## config.mk

```make
export PLATFORM = sky130hd
export DESIGN_NAME = sgp_enc_flat
export DESIGN_NICKNAME = d
export VERILOG_FILES = /design/src/inc/sgp_pkg.sv /design/src/inc/sgp_link_if.sv /design/src/verilog/sgp_chk.sv /design/src/verilog/sgp_enc.sv /design/src/flat_wrapper.sv
export SDC_FILE = /design/constraint.sdc
export NUM_CORES = 1
export LEC_CHECK = 0
export BUFFER_PORTS_ARGS = -buffer_cell sky130_fd_sc_hd__buf_2
export CORE_UTILIZATION = 53
export DETAILED_ROUTE_END_ITERATION = 10
export PLACE_DENSITY = 0.78
export REMOVE_ABC_BUFFERS = 1
export SETUP_SLACK_MARGIN = 0.2
export SYNTH_ARGS = -nofsm -noshare
export SYNTH_HDL_FRONTEND = slang
export SYNTH_SLANG_ARGS = --single-unit
```

## constraint.sdc

```tcl
create_clock -name CLK_SYS_I -period 6.5 [get_ports CLK_SYS_I]
set_clock_uncertainty 0.05 [all_clocks]
set_input_delay 0 -clock CLK_SYS_I [delete_from_list [all_inputs] [get_ports CLK_SYS_I]]
set_output_delay 0 -clock CLK_SYS_I [all_outputs]
set_load 0.05 [all_outputs]
```

## src/inc/sgp_pkg.sv

```systemverilog
// slice geometry package: field widths, register map, error codes, parameter set type
package sgp_pkg;
   // ****************************************
   // widths
   // ****************************************
   localparam int ADDR_W = 8;
   localparam int DATA_W = 32;
   localparam int BPP_W = 10;
   localparam int DIM_W = 16;
   localparam int PIX_W = 16;
   localparam int BPC_W = 5;
   // ****************************************
   // rate floor in sixteenths of a bit per pixel, and reset depth in bits per component
   // ****************************************
   localparam logic [9:0] BPP_MIN = 10'h060;
   localparam logic [4:0] BPC_RST = 5'h08;
   // ****************************************
   // register byte offsets of the encoder end
   // ****************************************
   localparam logic [7:0] REG_CTRL = 8'h00;
   localparam logic [7:0] REG_BPP = 8'h04;
   localparam logic [7:0] REG_PIC_H = 8'h08;
   localparam logic [7:0] REG_PIC_W = 8'h0c;
   localparam logic [7:0] REG_SLICE_H = 8'h10;
   localparam logic [7:0] REG_SLICE_W = 8'h14;
   localparam logic [7:0] REG_DEPTH = 8'h18;
   localparam logic [7:0] REG_RATE_MAX = 8'h1c;
   localparam logic [7:0] REG_STATUS = 8'h20;
   // ****************************************
   // control and status bit positions
   // ****************************************
   localparam int CTRL_START = 0;
   localparam int CTRL_VBR = 1;
   localparam int CTRL_SIMPLE_422 = 2;
   localparam int CTRL_NATIVE_422 = 3;
   localparam int CTRL_NATIVE_420 = 4;
   localparam int CTRL_CONVERT_RGB = 5;
   localparam int CTRL_LINK_VBR = 6;
   localparam int STAT_BUSY = 0;
   localparam int STAT_DONE = 1;
   localparam int STAT_LOCAL_ERR = 2;
   localparam int STAT_REFUSED = 3;
   localparam int STAT_ERR_LSB = 4;
   // ****************************************
   // legality error code bits
   // ****************************************
   localparam int ERR_W = 7;
   localparam int ERR_BPP_LOW = 0;
   localparam int ERR_VBR = 1;
   localparam int ERR_RATE = 2;
   localparam int ERR_H_ODD = 3;
   localparam int ERR_W_ODD = 4;
   localparam int ERR_ZERO = 5;
   localparam int ERR_SIMPLE = 6;

   typedef struct packed {
      logic vbr;
      logic simple_422;
      logic native_422;
      logic native_420;
      logic convert_rgb;
      logic [BPC_W-1:0] bpc;
      logic [BPP_W-1:0] bpp;
      logic [DIM_W-1:0] pic_h;
      logic [DIM_W-1:0] pic_w;
      logic [DIM_W-1:0] slice_h;
      logic [DIM_W-1:0] slice_w;
   } sgp_pps_t;

   localparam sgp_pps_t PPS_RST = '{bpc: BPC_RST, default: '0};
endpackage : sgp_pkg

```

## src/inc/sgp_link_if.sv

```systemverilog
// link between encoder end and decoder end: parameter set handshake and slice pixel stream
`timescale 1ns/10ps
interface sgp_link_if;
   sgp_pkg::sgp_pps_t picture_parameter_set;
   logic pps_valid;
   logic pps_ack;
   logic pps_nak;
   logic vbr_cap;
   logic px_valid;
   logic [sgp_pkg::PIX_W-1:0] px_data;
   modport enc (
      output picture_parameter_set,
      output pps_valid,
      input pps_ack,
      input pps_nak,
      input vbr_cap,
      output px_valid,
      output px_data
   );
   modport dec (
      input picture_parameter_set,
      input pps_valid,
      output pps_ack,
      output pps_nak,
      output vbr_cap,
      input px_valid,
      input px_data
   );
endinterface : sgp_link_if

```

## src/verilog/sgp_chk.sv

```systemverilog
// parameter set legality checker shared by both ends
`timescale 1ns/10ps
module sgp_chk (
   input wire sgp_pkg::sgp_pps_t pps_i,
   input wire logic vbr_cap_i,
   input wire logic [sgp_pkg::BPP_W-1:0] rate_max_i,
   output logic [sgp_pkg::ERR_W-1:0] err_o
);
   logic [sgp_pkg::BPP_W:0] limit;
   logic nat;

   assign nat = pps_i.native_422 | pps_i.native_420;
   // doubled field under native modes, so the limit doubles too
   assign limit = nat ? {rate_max_i, 1'b0} : {1'b0, rate_max_i};

   always_comb begin
      err_o = '0;
      err_o[sgp_pkg::ERR_BPP_LOW] = pps_i.bpp < sgp_pkg::BPP_MIN;
      err_o[sgp_pkg::ERR_VBR] = pps_i.vbr & ~vbr_cap_i;
      err_o[sgp_pkg::ERR_RATE] = ~pps_i.vbr & ({1'b0, pps_i.bpp} > limit);
      err_o[sgp_pkg::ERR_H_ODD] = pps_i.native_420 & pps_i.slice_h[0];
      err_o[sgp_pkg::ERR_W_ODD] = (pps_i.simple_422 | nat) & pps_i.slice_w[0];
      err_o[sgp_pkg::ERR_ZERO] = (pps_i.pic_h == '0) | (pps_i.pic_w == '0)
         | (pps_i.slice_h == '0) | (pps_i.slice_w == '0);
      err_o[sgp_pkg::ERR_SIMPLE] = pps_i.simple_422 & nat;
   end
endmodule : sgp_chk

```

## src/verilog/sgp_enc.sv

```systemverilog
// encoder end: parameter set registers, legality gate and padded slice pixel stream
//
// Chosen here: the register addresses and the address-and-strobe port.
`timescale 1ns/10ps
// Function
// - variable rate only if link and decoder allow
// - rate field: ten bits, sixteenths per pixel
// - reject rates below six bits per pixel
// - fixed rate capped by sustained midpoint rate
// - native chroma modes carry doubled rate
// - accept any field value up to 63.9375
// - picture height is sixteen bit rows
// - picture width is sixteen bit columns
// - picture should be near slice multiples
// - slice height and width sixteen bits
// - one slice size for whole picture
// - pad bottom slices with midpoint rows
// - pad right slices repeating last column
// - transport carries padded pixels too
// - slice dimensions even in chroma modes; code checks height only in native 420, width in all three
module sgp_enc (
   input wire logic CLK_SYS_I,
   input wire logic RESET_I,
   input wire logic [sgp_pkg::ADDR_W-1:0] REG_ADDR_I,
   input wire logic [sgp_pkg::DATA_W-1:0] REG_WDATA_I,
   input wire logic REG_WR_I,
   input wire logic REG_RD_I,
   output logic [sgp_pkg::DATA_W-1:0] REG_RDATA_O,
   output logic PIX_REQ_O,
   output logic [sgp_pkg::DIM_W-1:0] PIX_X_O,
   output logic [sgp_pkg::DIM_W-1:0] PIX_Y_O,
   input wire logic [sgp_pkg::PIX_W-1:0] PIX_DATA_I,
   sgp_link_if.enc link
);
   typedef enum logic [1:0] {IDLE, ANNOUNCE, WAIT, STREAM} sgp_enc_state_t;

   sgp_enc_state_t state_r;
   sgp_pkg::sgp_pps_t pps_r;
   logic link_vbr_r;
   logic [sgp_pkg::BPP_W-1:0] rate_max_r;
   logic start_r;
   logic done_r;
   logic lerr_r;
   logic nak_r;
   logic [sgp_pkg::ERR_W-1:0] code_r;
   logic [sgp_pkg::ERR_W-1:0] err_c;
   logic [sgp_pkg::DIM_W-1:0] ox_r;
   logic [sgp_pkg::DIM_W-1:0] oy_r;
   logic [sgp_pkg::DIM_W-1:0] x_r;
   logic [sgp_pkg::DIM_W-1:0] y_r;
   logic [1:0] pend_r;
   logic [1:0] pend_pad_r;
   logic pps_valid_r;
   logic px_valid_r;
   logic [sgp_pkg::PIX_W-1:0] px_data_r;
   logic [sgp_pkg::DIM_W:0] px;
   logic [sgp_pkg::DIM_W:0] py;
   logic pad_row;
   logic [sgp_pkg::DIM_W-1:0] col;
   logic row_end;
   logic slice_end;
   logic last_col;
   logic last_row;
   logic pic_end;
   logic [sgp_pkg::PIX_W-1:0] midpoint;
   logic wr_ok;

   // ****************************************
   // legality check
   // ****************************************
   sgp_chk u_chk (
      .pps_i(pps_r),
      .vbr_cap_i(link_vbr_r & link.vbr_cap),
      .rate_max_i(rate_max_r),
      .err_o(err_c)
   );

   // ****************************************
   // register writes
   // ****************************************
   // parameters are frozen while a picture is in flight
   assign wr_ok = REG_WR_I & (state_r == IDLE);

   always_ff @(posedge CLK_SYS_I or posedge RESET_I) begin
      if (RESET_I) begin
         pps_r <= sgp_pkg::PPS_RST;
         link_vbr_r <= 1'b0;
         rate_max_r <= '0;
      end else if (wr_ok) begin
         unique case (REG_ADDR_I)
            sgp_pkg::REG_CTRL: begin
               pps_r.vbr <= REG_WDATA_I[sgp_pkg::CTRL_VBR];
               pps_r.simple_422 <= REG_WDATA_I[sgp_pkg::CTRL_SIMPLE_422];
               pps_r.native_422 <= REG_WDATA_I[sgp_pkg::CTRL_NATIVE_422];
               pps_r.native_420 <= REG_WDATA_I[sgp_pkg::CTRL_NATIVE_420];
               pps_r.convert_rgb <= REG_WDATA_I[sgp_pkg::CTRL_CONVERT_RGB];
               link_vbr_r <= REG_WDATA_I[sgp_pkg::CTRL_LINK_VBR];
            end
            sgp_pkg::REG_BPP: pps_r.bpp <= REG_WDATA_I[sgp_pkg::BPP_W-1:0];
            sgp_pkg::REG_PIC_H: pps_r.pic_h <= REG_WDATA_I[sgp_pkg::DIM_W-1:0];
            sgp_pkg::REG_PIC_W: pps_r.pic_w <= REG_WDATA_I[sgp_pkg::DIM_W-1:0];
            sgp_pkg::REG_SLICE_H: pps_r.slice_h <= REG_WDATA_I[sgp_pkg::DIM_W-1:0];
            sgp_pkg::REG_SLICE_W: pps_r.slice_w <= REG_WDATA_I[sgp_pkg::DIM_W-1:0];
            sgp_pkg::REG_DEPTH: pps_r.bpc <= REG_WDATA_I[sgp_pkg::BPC_W-1:0];
            sgp_pkg::REG_RATE_MAX: rate_max_r <= REG_WDATA_I[sgp_pkg::BPP_W-1:0];
            default: ;
         endcase
      end
   end

   always_ff @(posedge CLK_SYS_I or posedge RESET_I) begin
      if (RESET_I) begin
         start_r <= 1'b0;
      end else begin
         start_r <= wr_ok & (REG_ADDR_I == sgp_pkg::REG_CTRL)
            & REG_WDATA_I[sgp_pkg::CTRL_START];
      end
   end

   // ****************************************
   // register reads
   // ****************************************
   always_ff @(posedge CLK_SYS_I or posedge RESET_I) begin
      if (RESET_I) begin
         REG_RDATA_O <= '0;
      end else if (REG_RD_I) begin
         REG_RDATA_O <= '0;
         unique case (REG_ADDR_I)
            sgp_pkg::REG_CTRL: begin
               REG_RDATA_O[sgp_pkg::CTRL_VBR] <= pps_r.vbr;
               REG_RDATA_O[sgp_pkg::CTRL_SIMPLE_422] <= pps_r.simple_422;
               REG_RDATA_O[sgp_pkg::CTRL_NATIVE_422] <= pps_r.native_422;
               REG_RDATA_O[sgp_pkg::CTRL_NATIVE_420] <= pps_r.native_420;
               REG_RDATA_O[sgp_pkg::CTRL_CONVERT_RGB] <= pps_r.convert_rgb;
               REG_RDATA_O[sgp_pkg::CTRL_LINK_VBR] <= link_vbr_r;
            end
            sgp_pkg::REG_BPP: REG_RDATA_O[sgp_pkg::BPP_W-1:0] <= pps_r.bpp;
            sgp_pkg::REG_PIC_H: REG_RDATA_O[sgp_pkg::DIM_W-1:0] <= pps_r.pic_h;
            sgp_pkg::REG_PIC_W: REG_RDATA_O[sgp_pkg::DIM_W-1:0] <= pps_r.pic_w;
            sgp_pkg::REG_SLICE_H: REG_RDATA_O[sgp_pkg::DIM_W-1:0] <= pps_r.slice_h;
            sgp_pkg::REG_SLICE_W: REG_RDATA_O[sgp_pkg::DIM_W-1:0] <= pps_r.slice_w;
            sgp_pkg::REG_DEPTH: REG_RDATA_O[sgp_pkg::BPC_W-1:0] <= pps_r.bpc;
            sgp_pkg::REG_RATE_MAX: REG_RDATA_O[sgp_pkg::BPP_W-1:0] <= rate_max_r;
            sgp_pkg::REG_STATUS: begin
               REG_RDATA_O[sgp_pkg::STAT_BUSY] <= state_r != IDLE;
               REG_RDATA_O[sgp_pkg::STAT_DONE] <= done_r;
               REG_RDATA_O[sgp_pkg::STAT_LOCAL_ERR] <= lerr_r;
               REG_RDATA_O[sgp_pkg::STAT_REFUSED] <= nak_r;
               REG_RDATA_O[sgp_pkg::STAT_ERR_LSB +: sgp_pkg::ERR_W] <= code_r;
            end
            default: ;
         endcase
      end
   end

   // ****************************************
   // slice walk
   // ****************************************
   assign px = {1'b0, ox_r} + {1'b0, x_r};
   assign py = {1'b0, oy_r} + {1'b0, y_r};
   assign pad_row = py >= {1'b0, pps_r.pic_h};
   assign col = (px >= {1'b0, pps_r.pic_w}) ? pps_r.pic_w - 16'h0001 : px[15:0];
   assign row_end = x_r == pps_r.slice_w - 16'h0001;
   assign slice_end = row_end & (y_r == pps_r.slice_h - 16'h0001);
   assign last_col = ({1'b0, ox_r} + {1'b0, pps_r.slice_w}) >= {1'b0, pps_r.pic_w};
   assign last_row = ({1'b0, oy_r} + {1'b0, pps_r.slice_h}) >= {1'b0, pps_r.pic_h};
   assign pic_end = slice_end & last_col & last_row;
   assign midpoint = sgp_pkg::PIX_W'(16'h0001 << (pps_r.bpc - 5'h01));

   always_ff @(posedge CLK_SYS_I or posedge RESET_I) begin
      if (RESET_I) begin
         state_r <= IDLE;
      end else begin
         unique case (state_r)
            IDLE: if (start_r) state_r <= (err_c == '0) ? ANNOUNCE : IDLE;
            ANNOUNCE: state_r <= WAIT;
            WAIT: begin
               if (link.pps_ack) state_r <= STREAM;
               else if (link.pps_nak) state_r <= IDLE;
            end
            STREAM: if (pic_end) state_r <= IDLE;
         endcase
      end
   end

   always_ff @(posedge CLK_SYS_I or posedge RESET_I) begin
      if (RESET_I) begin
         ox_r <= '0;
         oy_r <= '0;
         x_r <= '0;
         y_r <= '0;
      end else if (state_r != STREAM) begin
         ox_r <= '0;
         oy_r <= '0;
         x_r <= '0;
         y_r <= '0;
      end else if (slice_end) begin
         x_r <= '0;
         y_r <= '0;
         ox_r <= last_col ? '0 : ox_r + pps_r.slice_w;
         oy_r <= last_col ? oy_r + pps_r.slice_h : oy_r;
      end else if (row_end) begin
         x_r <= '0;
         y_r <= y_r + 16'h0001;
      end else begin
         x_r <= x_r + 16'h0001;
      end
   end

   // ****************************************
   // pixel fetch and link drive
   // ****************************************
   always_ff @(posedge CLK_SYS_I or posedge RESET_I) begin
      if (RESET_I) begin
         PIX_REQ_O <= 1'b0;
         PIX_X_O <= '0;
         PIX_Y_O <= '0;
         pend_r <= '0;
         pend_pad_r <= '0;
      end else begin
         PIX_REQ_O <= (state_r == STREAM) & ~pad_row;
         PIX_X_O <= col;
         PIX_Y_O <= py[15:0];
         pend_r <= {pend_r[0], state_r == STREAM};
         pend_pad_r <= {pend_pad_r[0], pad_row};
      end
   end

   // every padded pixel goes over the link as a real one
   always_ff @(posedge CLK_SYS_I or posedge RESET_I) begin
      if (RESET_I) begin
         px_valid_r <= 1'b0;
         px_data_r <= '0;
         pps_valid_r <= 1'b0;
      end else begin
         px_valid_r <= pend_r[1];
         px_data_r <= pend_pad_r[1] ? midpoint : PIX_DATA_I;
         pps_valid_r <= (state_r == IDLE) & start_r & (err_c == '0);
      end
   end

   assign link.picture_parameter_set = pps_r;
   assign link.pps_valid = pps_valid_r;
   assign link.px_valid = px_valid_r;
   assign link.px_data = px_data_r;

   // ****************************************
   // status
   // ****************************************
   always_ff @(posedge CLK_SYS_I or posedge RESET_I) begin
      if (RESET_I) begin
         done_r <= 1'b0;
         lerr_r <= 1'b0;
         nak_r <= 1'b0;
         code_r <= '0;
      end else if (start_r && state_r == IDLE) begin
         done_r <= 1'b0;
         lerr_r <= err_c != '0;
         nak_r <= 1'b0;
         code_r <= err_c;
      end else begin
         if (state_r == STREAM && pic_end) done_r <= 1'b1;
         if (state_r == WAIT && link.pps_nak) nak_r <= 1'b1;
      end
   end
endmodule : sgp_enc
```

## src/flat_wrapper.sv

```systemverilog
// flat-port wrapper written by rule: the top's interface ports become plain ports
module sgp_enc_flat 
  (CLK_SYS_I, RESET_I, REG_ADDR_I, REG_WDATA_I, REG_WR_I, REG_RD_I, REG_RDATA_O, PIX_REQ_O, PIX_X_O, PIX_Y_O, PIX_DATA_I, link_picture_parameter_set, link_pps_valid, link_pps_ack, link_pps_nak, link_vbr_cap, link_px_valid, link_px_data);
  sgp_link_if link_i ();
  input wire logic CLK_SYS_I;
  input wire logic RESET_I;
  input wire logic [sgp_pkg::ADDR_W-1:0] REG_ADDR_I;
  input wire logic [sgp_pkg::DATA_W-1:0] REG_WDATA_I;
  input wire logic REG_WR_I;
  input wire logic REG_RD_I;
  output logic [sgp_pkg::DATA_W-1:0] REG_RDATA_O;
  output logic PIX_REQ_O;
  output logic [sgp_pkg::DIM_W-1:0] PIX_X_O;
  output logic [sgp_pkg::DIM_W-1:0] PIX_Y_O;
  input wire logic [sgp_pkg::PIX_W-1:0] PIX_DATA_I;
  output wire logic [$bits(link_i.picture_parameter_set)-1:0] link_picture_parameter_set;
  output wire logic [$bits(link_i.pps_valid)-1:0] link_pps_valid;
  input wire logic [$bits(link_i.pps_ack)-1:0] link_pps_ack;
  input wire logic [$bits(link_i.pps_nak)-1:0] link_pps_nak;
  input wire logic [$bits(link_i.vbr_cap)-1:0] link_vbr_cap;
  output wire logic [$bits(link_i.px_valid)-1:0] link_px_valid;
  output wire logic [$bits(link_i.px_data)-1:0] link_px_data;
  assign link_picture_parameter_set = link_i.picture_parameter_set;
  assign link_pps_valid = link_i.pps_valid;
  assign link_i.pps_ack = link_pps_ack;
  assign link_i.pps_nak = link_pps_nak;
  assign link_i.vbr_cap = link_vbr_cap;
  assign link_px_valid = link_i.px_valid;
  assign link_px_data = link_i.px_data;
  sgp_enc u_core (.CLK_SYS_I(CLK_SYS_I), .RESET_I(RESET_I), .REG_ADDR_I(REG_ADDR_I), .REG_WDATA_I(REG_WDATA_I), .REG_WR_I(REG_WR_I), .REG_RD_I(REG_RD_I), .REG_RDATA_O(REG_RDATA_O), .PIX_REQ_O(PIX_REQ_O), .PIX_X_O(PIX_X_O), .PIX_Y_O(PIX_Y_O), .PIX_DATA_I(PIX_DATA_I), .link(link_i));
endmodule
```

Yosys cells after proc, flatten, opt, wreduce, memory -nomap -nowiden
Cells that the tools add are included.

Bits of input ports: 63. Output and inout port bits: 167. Flip-flop bits (word level): 243. Word-level logic and storage cells: 149.

Magnitude comparators: 6. Mux-type cells: 31. Bitwise operators: 23. Equality and inequality tests: 17. Shift operators: 1. Reduce and logical (&&, ||, !) cells: 27. $add $sub $neg: 12.

Operators by type and width (count): $mux W16 (14); $add A16 B16 Y17 (4); $ge A17 B16 Y1 (4); $logic_not A16 Y1 (4); $sub A16 B1 Y16 const B (3); $pmux W4 S9 (1); $add A16 B1 Y16 const B (2); $add A16 B16 Y16 (2); $eq A16 B16 Y1 (2); $eq A8 B5 Y1 const B (4); $pmux W3 S7 (1); $pmux W5 S4 (1); $reduce_and A2 Y1 (9); $eq A8 B4 Y1 const B (2); $pmux W2 S8 (1); $shl A1 B5 Y16 const A (1); $and A1 B1 Y1 (15); $gt A10 B11 Y1 (1); $mux W11 (1); $lt A10 B7 Y1 const B (1); $reduce_bool A2 Y1 (5); $eq A8 B3 Y1 const B (1); $eq A8 B6 Y1 const B (1); $logic_not A8 Y1 (1); other kinds (19) (36).

Depth between registers and ports, before layout
Depth in word-level cells: 8. Gate-level depth with buffers: 20.

Hierarchy
From an unflattened synthesis, not the netlist that was laid out.

Cells, all modules: 1701. Area, all modules: 16767.3 um^2.

Modules (own cells, without submodules): sgp_enc (times used 1, area each 16254.3 um^2, cells an instance 1634); sgp_chk (times used 1, area each 513.0 um^2, cells an instance 67).

Least setup slack after synthesis
Ideal clock, no wire load.

Path type: register -> register. Start point: register u_core.x_r[0] in the netlist's numbering. End point: register u_core.PIX_X_O[10] in the netlist's numbering. Arrival time: 4436 ps. Library setup time: 125 ps. Required time: 6325 ps. Setup slack: 1890 ps. Cell stages (with the launch flop): 19. Path through: dfrtp_1 > ha_1 > fa_1 > a211o_1 > o211ai_1 > a21oi_1 > nor4_1 > o31ai_1 > o41ai_1 > xnor2_1 > ha_1 > a21o_1 > a22o_1 > a2111oi_0 > o211ai_1 > a211o_1 > clkbuf_1 > buf_1 > mux2_2.

Word-level cells in the longest chain between the ends: 3.

RTL lines: from (decl) (line sgp_enc.sv:49) `logic [sgp_pkg::DIM_W-1:0] x_r;`; from (signal assigned) (line sgp_enc.sv:206) `x_r <= x_r + 16'h0001;`; $add A16 B16 Y17 * (line sgp_enc.sv:159) `assign px = {1'b0, ox_r} + {1'b0, x_r};`; $ge A17 B16 Y1 (line sgp_enc.sv:162) `assign col = (px >= {1'b0, pps_r.pic_w}) ? pps_r.pic_w - 16'h0001 : px[15:0];`; $mux W16 * (line sgp_enc.sv:162); net u_core.col (one bit) (line sgp_enc.sv:59) `logic [sgp_pkg::DIM_W-1:0] col;`; to (signal assigned) (line sgp_enc.sv:222) `PIX_X_O <= col;`; to (decl) (line sgp_enc.sv:30) `output logic [sgp_pkg::DIM_W-1:0] PIX_X_O,`.

Mark *: on every way through the listed nets, which the timed path passes. The rest lies on a longest branch. A chain may end at the register's enable or synchronous reset.

Final worst setup path
Start point: register u_core.pps_r (netlist bit u_core.link.picture_parameter_set[0]). End point: register u_core.ox_r[12] in the netlist's numbering.

Word-level cells in the longest chain between the ends: 5.

RTL lines: from (decl) (line sgp_enc.sv:38) `sgp_pkg::sgp_pps_t pps_r;`; from (signal assigned) (line sgp_enc.sv:86) `pps_r <= sgp_pkg::PPS_RST;`; $add A16 B16 Y17 (line sgp_enc.sv:165) `assign last_col = ({1'b0, ox_r} + {1'b0, pps_r.slice_w}) >= {1'b0, pps_r.pic_w};`; $ge A17 B16 Y1 (line sgp_enc.sv:165); $mux W16 (line sgp_enc.sv:200) `ox_r <= last_col ? '0 : ox_r + pps_r.slice_w;`; $mux W16 (line sgp_enc.sv:197) `end else if (slice_end) begin`; $mux W16 (line sgp_enc.sv:192) `end else if (state_r != STREAM) begin`; to (signal assigned) (line sgp_enc.sv:200); to (decl) (line sgp_enc.sv:47) `logic [sgp_pkg::DIM_W-1:0] ox_r;`.

Parallel ways exist; a longest one is shown, timed or not. The select of a mux whose other input is x is not followed.

==> summary.md <==
| Metric | Value |
|---|---|
| Largest net degree at the start of global routing | 120 |
| Diodes inserted | 0 |
| Outcome | complete, no violations |
| Cells after Synth | 1640 |
| Hold Path Class | primary input to flip-flop |
| Global-route wire length before repair | 76800 microns |
| Period utilization | 82.4% |
| Post-route setup TNS | 0 ns |
| Tot GR Track Use | 31.6% |
| Gr busiest metal | met2 |
| H-tree Lvls | 1 |
| TritonCTS Buffers | 28 |
| Clock power share | 39.6% |
| Max FO, Critical Path | 16 |
| Clock-pin slew on the worst setup and hold paths | 0.06 ns |
| Post-CTS setup buffer count | 0 |
| Routed Wire Length | 48800 microns |
| R2R setup slack | 1.14 ns |
| Cell area after synthesis | 0.0161 sq mm |
| Switch Pwr | 1.38 mW |
| Met2 Use GR | 53.6% |
| # fillers | 2404 |
| Critical Path Start Type | flip-flop |
| CP Class | flip-flop to flip-flop |
| Area after DPL | 0.0173 sq mm |
| Setup WS post-layout | 1.14 ns |
| Drt wl/cell | 21.4 microns |
| DR pass1 iterations | 6 |
| Setup repair after global routing missed its margin | false |
| Sequential power share | 39.2% |
| Initial antenna violation count | 0 |
| Fin nets | 2074 |
| Slew Viols, Final | 0 |
| Cells taking the most area after synthesis | dfrtp_1 (38%), ha_1 (11%), mux2_2 (6.9%) |
| CTS tree | built |
| DP HPWL | 36100 microns |
| Drt initial violations | 1131 |
| Met1 Use GR | 40.6% |
| Pint | 2.88 mW |
| Synth top area share | 37.7% |
| Clk Tree Root Cell | clkbuf_16 |
| Min cycle time layout | 5.36 ns |
| Share of cells above drive strength 1 | 20.0% |
| Worst-Margin Slew | 0.987 ns |
| DP Worst Slack | 1.24 ns |
| Yosys top cell by area | dfrtp_1 |
| Die X | 176 microns |
| Fin. Hold Viols | 0 |
| Async set-reset flop share out of synthesis | 100% |
| IO Port Bufs | 197 |
| Max-cap viol count | 0 |
| Slew HR | 34.2% |
| Post-synth EDFFs | 0 |
| Vias | 14300 |
| Final instance area | 0.0187 sq mm |
| P&R area growth vs syn | 16.6% |
| Leakage | 9.34 nW |
| Number of remaining DRC errors | 0 |
| Routability congestion estimate | 0.998 |
| Die height | 176 microns |
| Clock sink count | 243 |
| WP data required | 6.93 ns |
| Critical Path Sink Type | flip-flop |
| Core area | 0.0297 sq mm |
| P per Cell Area | 228 mW/mm^2 |
| Vias per cell | 6.29 |
| Routed Antenna Nets | 0 |
| Met3 Use GR | 4.61% |
| Congestion Overflow GR | 0 |
| Sequential-to-total area share from yosys stat | 37.8% |
| Initial Util | 54.1% |
| Most common flop cell mapped by yosys | dfrtp_1 |
| Yosys cell types | 77 |
| Final Total Pwr | 4.27 mW |
| Die area | 0.0310 sq mm |
| Clock tree buffer depth | 3 |
| Combinational power share | 21.3% |
| Rows | 63 |
| Number of setup violations in the final report | 0 |
| FF+latch count, synth | 243 |
| Highest Clock Rate | 187 MHz |
| Clock Latency Late Sink | 0.57 ns |
| Number of global-route vias before repair | 14300 |
| I/O pins | 230 |
| Avg Inst Size Synth | 9.80 sq um |
| Maximum VDD drop | 0.000203 V |
| Arr. time, crit path | 5.78 ns |
| Synth warn | 0 |
| Switch share | 32.4% |
-- flip-flops by register name, indices dropped and copies added, names as in the netlist, 2 cells and up --
register	flops
u_core.PIX_Y_O	16
u_core.x_r	16
u_core.pend_pad_r	2
u_core.oy_r	16
u_core.state_r	2
u_core.ox_r	16
u_core.y_r	16
u_core.rate_max_r	10
u_core.pend_r	2
u_core.code_r	7
u_core.PIX_X_O	16
u_core.link.picture_parameter_set	84
u_core.link.px_data	16
u_core.REG_RDATA_O	16
-- worst paths after layout --
| kind | start | endpoint | depth (start not counted) |
|---|---|---|---|
| setup / recovery | u_core.link.picture_parameter_set[0] | u_core.ox_r[12] | 17 |
| hold / removal | REG_WR_I | u_core.start_r | 3 |
| setup reg to reg | u_core.link.picture_parameter_set[0] | u_core.ox_r[12] | 17 |
| hold reg to reg | u_core.pend_r[1] | u_core.link.px_valid | 0 |
| max in group asynchronous | RESET_I | u_core.PIX_X_O[7] | 4 |
| min in group asynchronous | RESET_I | u_core.PIX_Y_O[0] | 3 |
-- per-stage QoR --
step	utilization [%]	instances	hold WS [ns]
final	63.1	2276	0.0473
after global routing	63.1	2276	0.0305
after CTS	63.1	2276	0.0235
after detailed placement	58.4	2183	0.196
after global placement	58.4	2183	0.194
after floorplan	-	1586	0.0460
-- synth_stat cells (5+ instances only) --
library cell	number
buf_4	17
inv_1	103
or3_1	10
nand3_1	48
and3_1	25
a221oi_1	6
o211ai_1	12
and4_1	6
mux2_2	99
nand2_1	90
nor3_1	33
o31ai_1	6
or2_2	6
dfrtp_1	242
and2_1	10
a211o_1	11
a21oi_1	75
or4_1	8
o21ai_0	73
a22o_1	26
nor3b_1	5
a31o_2	5
o22ai_1	29
a2111oi_0	8
a222oi_1	12
nor2_1	113
nand2b_1	14
ha_1	143
a21boi_0	11
xor2_1	33
a211oi_1	19
mux2i_1	26
nor2b_1	15
o21a_1	22
nor4_1	20
xnor2_1	90
a21o_1	22
clkbuf_1	43
nand4_1	15
o2111ai_1	5
a31oi_1	9
a22oi_1	12
-- placed cells by master, fill, tap and decap left out, types with 73 or more instances in the layout --
master and instances:
inv_1 102, buf_2 197, o21ai_0 73, dfrtp_1 242
mux2_2 99, nand2_1 90, nor2_1 113, ha_1 143
xnor2_1 90, a21oi_1 75
-- power by group through the flow --
stage          clock [mW]  combinational [mW]  sequential, mW
2_1_floorplan           0               0.400            1.93
3_3_place_gp            0               0.863            1.69
3_5_place_dp            0               0.881            1.69
4_1_cts              1.69               0.904            1.67
5_1_grt              1.76               0.973            1.68
6_report             1.69               0.908            1.67
-- timing repair --
action / in CTS / in global routing
hold endpoints to repair: 250 / 0
hold buffers: 41 / 0
resized for setup: 0 / 0
-- layout make-up --
cell class                      instances  area [sq um]  area share (%)
Clock buffer                           36           781            4.17
Clock inverter                         16           203            1.08
Inverter                              103           394            2.10
Multi-Input combinational cell       1240          9320            49.7
Sequential cell                       243          6080            32.5
Tap cell                              390           488            2.60
Timing Repair Buffer                  248          1470            7.85
-- logic make-up after synthesis --
logic type,after synthesis,share of synthesized area [%]
AND/OR/NAND/NOR,436,13.7
AO/OA/AOI/OAI,393,16.9
flip-flops,243,37.8
buffers and inverters,172,4.59
adder cells (fa/ha/maj),147,11.6
multiplexers,125,8.56
XOR/XNOR,123,6.70
other,1,0.0233
-- worst max-delay path, stage by stage, from the launching register on --
cell	delay [ns]
dfrtp_1	0.53
ha_1	0.30
inv_1	0.08
fa_1	0.21
nor2b_1	0.06
o31a_1	0.27
o211ai_1	0.23
a21oi_1	0.15
o311a_1	0.42
or4_1	0.47
nand3_1	0.12
ha_1	0.26
a211oi_1	0.31
o211ai_1	0.15
a211oi_1	0.69
nand2_1	0.19
nor3_4	0.57
a22o_1	0.23
-- metal layers --
layer	wire [microns]	vias up
li1	-	6446
met1	19700	7076
met2	23500	648
met3	3550	142
met4	2000	0
met5	0	-
Note: power is estimated with default switching activity, not from simulation.
